**src/include/mtsp_pkg.sv**
```systemverilog
package mtsp_pkg;

    // ----------------------------------------------------------------
    // register port
    // ----------------------------------------------------------------
    localparam int          DATA_W          = 32;
    localparam int          ADDR_W          = 4;
    localparam logic [3:0]  ADDR_CTRL       = 4'h0;
    localparam logic [3:0]  ADDR_ROLE       = 4'h1;
    localparam logic [3:0]  ADDR_INTERVAL   = 4'h2;
    localparam logic [3:0]  ADDR_TIME       = 4'h3;
    localparam logic [3:0]  ADDR_STATUS     = 4'h4;
    localparam logic [3:0]  ADDR_MASTER_SRC = 4'h5;

    // control fields
    localparam int          CTRL_RATE_LSB   = 0;
    localparam int          CTRL_FIELDBUS   = 2;
    // status fields
    localparam int          STAT_RTC_SET    = 0;
    localparam int          STAT_CFG_ERR    = 1;
    localparam int          STAT_LOCKED     = 2;

    // ----------------------------------------------------------------
    // interfaces and roles
    // ----------------------------------------------------------------
    localparam int          NUM_IF          = 4;
    localparam logic [1:0]  IF_MULTIPOINT   = 2'h0;
    localparam logic [1:0]  IF_FIELDBUS     = 2'h1;
    localparam logic [1:0]  IF_ETHERNET     = 2'h2;
    localparam logic [1:0]  IF_RACK         = 2'h3;
    localparam int          ROLE_W          = 2;
    localparam logic [1:0]  ROLE_OFF        = 2'h0;
    localparam logic [1:0]  ROLE_MASTER     = 2'h1;
    localparam logic [1:0]  ROLE_SLAVE      = 2'h2;
    localparam logic [7:0]  ROLE_RESET      = 8'h00;

    // ----------------------------------------------------------------
    // rates
    // ----------------------------------------------------------------
    localparam logic [1:0]  RATE_DEFAULT    = 2'h0;
    localparam logic [1:0]  RATE_LEGACY     = 2'h1;
    localparam logic [1:0]  RATE_HIGH       = 2'h2;
    localparam logic [31:0] RATE_DEFAULT_BPS = 32'h0002dc6c;
    localparam logic [31:0] RATE_LEGACY_BPS  = 32'h00004b00;
    localparam logic [31:0] RATE_HIGH_BPS    = 32'h00b71b00;
    localparam logic        HIGH_END_VARIANT = 1'b1;

    // ----------------------------------------------------------------
    // timing
    // ----------------------------------------------------------------
    localparam int          CLOCK_PERIOD_PS  = 4000;
    localparam int          TICK_TIME_US     = 1000;
    // microseconds to picoseconds, then whole clock periods per tick
    localparam int          TICK_CYCLES_DEF  = TICK_TIME_US * 1000000 / CLOCK_PERIOD_PS;
    localparam int          PERIOD_W         = 16;
    localparam logic [15:0] SYNC_INTERVAL_MS = 16'h000a;
    localparam logic [15:0] BCAST_PERIOD_MS  = 16'h0064;
    localparam logic [6:0]  SRC_NONE         = 7'h00;

    // ----------------------------------------------------------------
    // carriers
    // ----------------------------------------------------------------
    typedef struct packed {
        logic        valid;
        logic [1:0]  iface;
        logic [6:0]  src;
        logic [31:0] tod;
    } mtsp_rx_s;

    typedef struct packed {
        logic        valid;
        logic [3:0]  iface_mask;
        logic [31:0] tod;
    } mtsp_sync_tx_s;

    typedef struct packed {
        logic        valid;
        logic        fieldbus_mode;
        logic [31:0] rate_bps;
    } mtsp_bcast_s;

endpackage

```
**src/core/mtsp_interval_timer.sv**
```systemverilog
`timescale 1ns/1ps
module mtsp_interval_timer
    import mtsp_pkg::*;
(
    input  wire logic                i_clock,
    input  wire logic                i_rstn,
    input  wire logic                i_run,
    input  wire logic                i_tick,
    input  wire logic [PERIOD_W-1:0] i_period,
    output logic                     o_fire
);
    logic [PERIOD_W-1:0] count;
    logic [PERIOD_W-1:0] next_count;
    logic                next_fire;
    logic [PERIOD_W-1:0] last;

    // a zero period would wrap to 65536 ticks; treat it as one tick
    assign last = (i_period == '0) ? '0 : i_period - 16'h0001;

    always_comb begin
        next_count = count;
        next_fire  = 1'b0;
        if (!i_run) begin
            next_count = '0;
        end else if (i_tick) begin
            if (count >= last) begin
                next_count = '0;
                next_fire  = 1'b1;
            end else begin
                next_count = count + 16'h0001;
            end
        end
    end

    always_ff @(posedge i_clock or negedge i_rstn) begin
        if (!i_rstn) begin
            count  <= '0;
            o_fire <= 1'b0;
        end else begin
            count  <= next_count;
            o_fire <= next_fire;
        end
    end
endmodule

```
**src/core/mtsp_time_sync.sv**
```systemverilog
// Notes on behaviour
// - port rate is 187.5 kbps unless another rate is configured
// - 19.2 kbps selectable for small legacy controllers
// - high-end variants accept configured rates up to 12 Mbps
// - bus configuration including rate is broadcast unasked, periodically
// - combined port powers up in multipoint function
// - time synchronization disabled until a role is configured
// - each interface configurable as time master or time slave
// - slave accepts frames from one master and loads time-of-day
// - master broadcasts a sync frame once per configured interval
// - no master frames while the real-time clock is unset
// - clock marked unset at delivery, factory reset and firmware update
// - first time write via system call or station starts broadcasting
// - time set by another master as slave also starts broadcasting
// - sync on multipoint, fieldbus, ethernet ports and the rack
// - slave role on at most one interface; reject otherwise
// - fieldbus slave leaves only master roles elsewhere
// - ethernet time protocol counts as slave; others master only
//
// The plain strobed port and the address map were decided locally.
`timescale 1ns/1ps
module mtsp_time_sync
    import mtsp_pkg::*;
#(
    parameter int TICK_CYCLES = TICK_CYCLES_DEF
)(
    input  wire logic              i_clock,
    input  wire logic              i_rstn,
    input  wire logic [ADDR_W-1:0] i_addr,
    input  wire logic [DATA_W-1:0] i_wdata,
    input  wire logic              i_wr,
    input  wire logic              i_rd,
    output logic [DATA_W-1:0]      o_rdata,
    input  wire logic              i_factory_reset,
    input  wire logic              i_fw_update,
    input  wire logic              i_station_set,
    input  wire logic [31:0]       i_station_tod,
    input  wire mtsp_rx_s          i_rx,
    output mtsp_sync_tx_s          o_sync_tx,
    output mtsp_bcast_s            o_bcast,
    output logic                   o_fieldbus_mode,
    output logic [1:0]             o_rate
);
    // ----------------------------------------------------------------
    // state
    // ----------------------------------------------------------------
    logic [1:0]          rate,       next_rate;
    logic                fb_mode,    next_fb_mode;
    logic [7:0]          roles,      next_roles;
    logic [PERIOD_W-1:0] interval,   next_interval;
    logic [31:0]         tod,        next_tod;
    logic                rtc_set,    next_rtc_set;
    logic                cfg_err,    next_cfg_err;
    logic                locked,     next_locked;
    logic [6:0]          master_src, next_master_src;
    logic [DATA_W-1:0]   next_rdata;
    logic [31:0]         tick_cnt,   next_tick_cnt;
    logic                tick;
    logic                sync_fire;
    logic                bcast_fire;
    logic [3:0]          is_master;
    logic [3:0]          is_slave;
    logic [3:0]          wr_master;
    logic [3:0]          wr_slave;
    logic [3:0]          wr_bad_code;
    logic                wr_roles_ok;
    logic                slave_any;
    logic [1:0]          slave_if;
    logic                rx_accept;
    logic                sw_time_wr;
    logic [31:0]         rate_bps;
    mtsp_sync_tx_s       next_sync_tx;
    mtsp_bcast_s         next_bcast;

    // ----------------------------------------------------------------
    // role decode
    // ----------------------------------------------------------------
    // four sync interfaces
    genvar g;
    generate
        for (g = 0; g < NUM_IF; g++) begin : g_if
            assign is_master[g]   = roles[g*ROLE_W +: ROLE_W] == ROLE_MASTER;
            assign is_slave[g]    = roles[g*ROLE_W +: ROLE_W] == ROLE_SLAVE;
            assign wr_master[g]   = i_wdata[g*ROLE_W +: ROLE_W] == ROLE_MASTER;
            assign wr_slave[g]    = i_wdata[g*ROLE_W +: ROLE_W] == ROLE_SLAVE;
            assign wr_bad_code[g] = !wr_master[g] && !wr_slave[g]
                                  && i_wdata[g*ROLE_W +: ROLE_W] != ROLE_OFF;
        end
    endgenerate

    assign wr_roles_ok = ((wr_slave & (wr_slave - 4'h1)) == 4'h0) && (wr_bad_code == 4'h0);
    assign slave_any   = is_slave != 4'h0;

    always_comb begin
        slave_if = IF_MULTIPOINT;
        for (int i = 0; i < NUM_IF; i++) begin
            if (is_slave[i]) begin
                slave_if = i[1:0];
            end
        end
    end

    assign rx_accept = i_rx.valid && slave_any && i_rx.iface == slave_if
                     && (!locked || i_rx.src == master_src);
    assign sw_time_wr = i_wr && i_addr == ADDR_TIME;

    // ----------------------------------------------------------------
    // millisecond tick and timers
    // ----------------------------------------------------------------
    always_comb begin
        next_tick_cnt = tick_cnt + 32'h1;
        if (tick_cnt >= 32'(TICK_CYCLES - 1)) begin
            next_tick_cnt = '0;
        end
    end
    assign tick = tick_cnt >= 32'(TICK_CYCLES - 1);

    mtsp_interval_timer u_sync_timer (
        .i_clock  (i_clock),
        .i_rstn   (i_rstn),
        .i_run    (rtc_set && is_master != 4'h0),
        .i_tick   (tick),
        .i_period (interval),
        .o_fire   (sync_fire)
    );

    mtsp_interval_timer u_bcast_timer (
        .i_clock  (i_clock),
        .i_rstn   (i_rstn),
        .i_run    (1'b1),
        .i_tick   (tick),
        .i_period (BCAST_PERIOD_MS),
        .o_fire   (bcast_fire)
    );

    // ----------------------------------------------------------------
    // register and clock state
    // ----------------------------------------------------------------
    always_comb begin
        next_rate       = rate;
        next_fb_mode    = fb_mode;
        next_roles      = roles;
        next_interval   = interval;
        next_tod        = tick ? tod + 32'h1 : tod;
        next_rtc_set    = rtc_set;
        next_cfg_err    = cfg_err;
        next_locked     = locked;
        next_master_src = master_src;
        // unset on factory reset or update
        if (i_factory_reset || i_fw_update) begin
            next_rtc_set = 1'b0;
        end
        if (i_wr) begin
            case (i_addr)
                ADDR_CTRL: begin
                    if (i_wdata[CTRL_RATE_LSB +: 2] == RATE_DEFAULT
                        || i_wdata[CTRL_RATE_LSB +: 2] == RATE_LEGACY
                        || (i_wdata[CTRL_RATE_LSB +: 2] == RATE_HIGH && HIGH_END_VARIANT)) begin
                        next_rate = i_wdata[CTRL_RATE_LSB +: 2];
                    end
                    next_fb_mode = i_wdata[CTRL_FIELDBUS];
                end
                ADDR_ROLE: begin
                    if (wr_roles_ok) begin
                        next_roles  = i_wdata[7:0];
                        next_locked = 1'b0;
                    end else begin
                        next_cfg_err = 1'b1;
                    end
                end
                ADDR_INTERVAL: begin
                    next_interval = i_wdata[PERIOD_W-1:0];
                end
                ADDR_STATUS: begin
                    if (i_wdata[STAT_CFG_ERR]) begin
                        next_cfg_err = 1'b0;
                    end
                end
                default: begin
                end
            endcase
        end
        if (sw_time_wr) begin
            next_tod     = i_wdata;
            next_rtc_set = 1'b1;
        end else if (i_station_set) begin
            next_tod     = i_station_tod;
            next_rtc_set = 1'b1;
        end else if (rx_accept) begin
            next_tod        = i_rx.tod;
            next_rtc_set    = 1'b1;
            next_locked     = 1'b1;
            next_master_src = i_rx.src;
        end
        // a rejected role write in the same cycle as a clear still flags
        if (i_wr && i_addr == ADDR_ROLE && !wr_roles_ok) begin
            next_cfg_err = 1'b1;
        end
    end

    always_comb begin
        case (i_addr)
            ADDR_CTRL:       next_rdata = {29'h0, fb_mode, rate};
            ADDR_ROLE:       next_rdata = {24'h0, roles};
            ADDR_INTERVAL:   next_rdata = {16'h0, interval};
            ADDR_TIME:       next_rdata = tod;
            ADDR_STATUS:     next_rdata = {29'h0, locked, cfg_err, rtc_set};
            ADDR_MASTER_SRC: next_rdata = {25'h0, master_src};
            default:         next_rdata = '0;
        endcase
        if (!i_rd) begin
            next_rdata = '0;
        end
    end

    // ----------------------------------------------------------------
    // outgoing frames
    // ----------------------------------------------------------------
    always_comb begin
        case (rate)
            RATE_LEGACY: rate_bps = RATE_LEGACY_BPS;
            RATE_HIGH:   rate_bps = RATE_HIGH_BPS;
            default:     rate_bps = RATE_DEFAULT_BPS;
        endcase
        // one frame per interval
        // a fire already in flight must not escape once the last master role is gone
        next_sync_tx.valid      = sync_fire && rtc_set && is_master != 4'h0;
        next_sync_tx.iface_mask = is_master;
        next_sync_tx.tod        = tod;
        next_bcast.valid         = bcast_fire;
        next_bcast.fieldbus_mode = fb_mode;
        next_bcast.rate_bps      = rate_bps;
    end

    always_ff @(posedge i_clock or negedge i_rstn) begin
        if (!i_rstn) begin
            rate       <= RATE_DEFAULT;
            fb_mode    <= 1'b0;
            roles      <= ROLE_RESET;
            interval   <= SYNC_INTERVAL_MS;
            tod        <= '0;
            rtc_set    <= 1'b0;
            cfg_err    <= 1'b0;
            locked     <= 1'b0;
            master_src <= SRC_NONE;
            tick_cnt   <= '0;
            o_rdata    <= '0;
            o_sync_tx  <= '0;
            o_bcast    <= '0;
        end else begin
            rate       <= next_rate;
            fb_mode    <= next_fb_mode;
            roles      <= next_roles;
            interval   <= next_interval;
            tod        <= next_tod;
            rtc_set    <= next_rtc_set;
            cfg_err    <= next_cfg_err;
            locked     <= next_locked;
            master_src <= next_master_src;
            tick_cnt   <= next_tick_cnt;
            o_rdata    <= next_rdata;
            o_sync_tx  <= next_sync_tx;
            o_bcast    <= next_bcast;
        end
    end

    assign o_fieldbus_mode = fb_mode;
    assign o_rate          = rate;
endmodule

```
**config.mk**
```make
export PLATFORM = sky130hd
export DESIGN_NAME = mtsp_time_sync
export DESIGN_NICKNAME = d
export VERILOG_FILES = /design/src/include/mtsp_pkg.sv /design/src/core/mtsp_interval_timer.sv /design/src/core/mtsp_time_sync.sv
export SDC_FILE = /design/constraint.sdc
export NUM_CORES = 1
export LEC_CHECK = 0
export CAP_MARGIN = 20
export CORE_ASPECT_RATIO = 0.8
export CORE_MARGIN = 3
export CORE_UTILIZATION = 69
export DETAILED_ROUTE_END_ITERATION = 16
export DONT_BUFFER_PORTS = 1
export GPL_ROUTABILITY_DRIVEN = 0
export PLACE_DENSITY = 0.89
export RECOVER_POWER = 100
export SKIP_LAST_GASP = 1
export SYNTH_ARGS = -nofsm -noshare
export SYNTH_HDL_FRONTEND = slang
export SYNTH_HIERARCHICAL = 1
export SYNTH_SLANG_ARGS = --single-unit
```
**constraint.sdc**
```tcl
create_clock -name i_clock -period 4.82 [get_ports i_clock]
set_clock_uncertainty 0.05 [all_clocks]
set_input_delay 0.964 -clock i_clock [delete_from_list [all_inputs] [get_ports i_clock]]
set_output_delay 0.964 -clock i_clock [all_outputs]
set_load 0.005 [all_outputs]
```
==> flow_summary.json <==
{
  "htree_levels": 1,
  "pre_cts_slack_ns": 0.720,
  "syn_inst": 1202,
  "remaining_drc_errors": 0,
  "drive_above_1_share": 0.0878,
  "detail_route.first_pass.iterations": 6,
  "tightestPinTransition_ns": 2.11,
  "cp_max_fo": 29,
  "fp.coreArea_um2": 16200,
  "cts_setup_buffers": 0,
  "seqPwrFrac": 0.475,
  "yosys.area.top_type_share": 0.448,
  "finalWirelength_um": 34100,
  "grt_pass1_wl_um": 52600,
  "final-hold-violation-count": 0,
  "synth_edf_count": 0,
  "fmax_mhz": 222,
  "via_per_inst": 6.88,
  "p_comb_frac": 0.139,
  "ys_ff_latch": 212,
  "maxSlewHeadroom": -0.414,
  "antenna_found_initial": 3,
  "routedWlPerCell_um": 23.2,
  "grt_overflow": 0,
  "area_growth_pct": 7.62,
  "synth_fa_ha_area_frac": 0.0459,
  "rsz0062_at_grt": "false",
  "cts_max_path_buffers": 3,
  "leakagePower_nw": 5.77,
  "setup_ws_ns": 0.314,
  "yosysWarnings": 6,
  "fillers": 1053,
  "hpwl_um": 22800,
  "yosys.cell_count.top_type": "dfrtp_1",
  "muxShareOfSynthArea": 0.0340,
  "dieArea_um2": 18600,
  "worstSetupPathType": "reg -> reg",
  "port_buffers": 0,
  "grt_max_degree": 213,
  "cp_data_required_time_ns": 5.19,
  "syn_area_per_cell_um2": 9.76,
  "synth_xor_area_frac": 0.0395,
  "grt_util_all_layers": 0.361,
  "p_sw_frac": 0.282,
  "power_frac_clock": 0.387,
  "hp-class": "in -> async",
  "synth_common_cells": "210 x dfrtp_1, 134 x nand2_1, 70 x nor2_1",
  "initial_core_util": 0.723,
  "yosys_most_used_dff": "dfrtp_1",
  "post-route-period-util": 0.935,
  "synth_top_family_by_area": "simple AND/OR/NAND/NOR gates",
  "yosys-top-cells-area": "dfrtp_1 45%, ha_1 4.6%, nand2_1 4.3%",
  "p_int_mw": 3.30,
  "synthArstFlopShare": 1.00,
  "synth_top_area_cell": "dfrtp_1",
  "nets": 1401,
  "drv_slew": 23,
  "die_h_um": 123,
  "cts_repair_resize_count": 0,
  "fp-row-count": 41,
  "postRouteAntennaNets": 0,
  "route.vias.total": 10100,
  "power_switching_mw": 1.30,
  "first_global_vias": 9739,
  "drt_iter0_drc": 1189,
  "hold_buffers": 0,
  "setup_viol_count_final": 0,
  "die_w_um": 152,
  "min_period_ns": 4.51,
  "worstSetupEndpointType": "flop",
  "violations": "capacitance limit, slew limit",
  "cts_tree": "done",
  "finalCoreUtilization": 0.779,
  "peakVddDrop_mv": 0.346,
  "ys_types": 96,
  "drv_cap": 1,
  "syn_area_um2": 11700,
  "yosysSeqAreaShare": 0.453,
  "cts.sinks": 212,
  "cts_buffers": 22,
  "root_buffer": "clkbuf_16",
  "path_clk_slew_ns": 0.07,
  "hold-worst-slack_ns": 0.108,
  "cp-start-kind": "flop",
  "synth_simple_gate_area_frac": 0.199,
  "clock_latency_ns": 0.51,
  "synth-compound-area-share": 0.177,
  "power_per_cell_area_nw_per_um2": 364,
  "crit_arrival_ns": 4.87,
  "run_status": "complete, but fails checks",
  "fin_tns_setup_ns": 0,
  "io_pins": 223
}
-- placed cells by master, fill, tap and decap left out, drive strengths merged, types with 22 or more instances in the layout --
master / synthesis / layout
nand3: 55 / 55
mux2: 31 / 31
o21ai: 45 / 45
xnor2: 22 / 22
clkbuf: 30 / 34
nor3: 31 / 31
conb: 2 / 90
a31oi: 33 / 33
inv: 35 / 34
ha: 43 / 43
dfrtp: 210 / 210
xor2: 30 / 30
a21oi: 70 / 70
and3: 57 / 57
nor2: 71 / 71
nand2: 138 / 138
-- metrics by stage --
stage | area [um^2] | instances | power, mW
6_report | 12600 | 1469 | 4.59
5_1_grt | 12600 | 1468 | 4.76
4_1_cts | 12700 | 1467 | 4.58
3_5_place_dp | 11900 | 1431 | 2.80
3_3_place_gp | 11900 | 1431 | 2.75
2_1_floorplan | 12100 | 1290 | 2.69
-- sequential cells by signal (all words and copies together) (netlist names), 16 cells and up --
register,cells
o_rdata,32
tick_cnt,32
interval,16
tod,32
u_sync_timer/count,16
o_sync_tx,37
u_bcast_timer/count,16
-- logic make-up (layout without fill, tap and decap cells) --
logic type,Yosys count,in the layout
DFF,212,212
and+or+nand+nor,451,451
adders and majority gates,43,43
muxes,36,36
buffers and inverters,117,80
other,2,91
AOI/OAI and AO/OA,289,289
xor gates and xnor gates,52,52
-- power groups by stage --
stage	Sequential (mW)	Combinational [mW]	Clock, mW
finish	2.18	0.636	1.78
global route	2.20	0.691	1.87
CTS	2.17	0.623	1.79
detailed placement	2.20	0.603	0
global placement	2.19	0.567	0
floorplan	2.11	0.579	0
-- path summary, 6_finish.rpt --
check	startpoint	to	slack, ns	cells after the start
min in group i_clock	u_bcast_timer/o_fire	o_bcast[33]	0.31	0
max in group asynchronous	i_rstn	tick_cnt[13]	4.25	0
worst max-delay path	interval[10]	u_sync_timer/count[14]	0.31	13
worst max register to register	interval[10]	u_sync_timer/count[14]	0.31	13
worst min register to register	u_bcast_timer/o_fire	o_bcast[33]	0.31	0
worst min-delay path	i_rstn	o_rdata[11]	0.11	0
-- area by class of cell --
cell class | count | area (um^2) | area share
Antenna cell | 1 | 2.50 | 0.000198
Inverter | 35 | 131 | 0.0104
Timing Repair Buffer | 9 | 60.1 | 0.00476
Tap cell | 215 | 269 | 0.0213
Multi-Input combinational cell | 961 | 6110 | 0.484
Sequential cell | 212 | 5310 | 0.421
Clock buffer | 30 | 632 | 0.0501
Clock inverter | 6 | 110 | 0.00872
-- routing by layer --
layer  global-route usage  vias up  wire length [um]  share of wire
met1                0.467     4831             12100           0.35
li1                     -     4373                 -              -
met5                    0        -                37         0.0011
met3                0.110      157              4500           0.13
met2                0.574      737             15800           0.46
met4                0.147        4              1680          0.049
-- worst max-delay path, stage by stage (launching register included) --
cell and delay, ns:
dfrtp_1 0.42, or3_1 0.46, nor4_1 0.46, nand2_1 0.14
nor2_2 0.19, nand2_1 0.29, nand2_1 0.22, ha_1 0.31
a21oi_1 0.23, o21ai_0 0.15, a211oi_1 0.24, o31a_1 0.84
a41oi_1 0.25, a31oi_1 0.20
(Power assumes the default switching activity.)
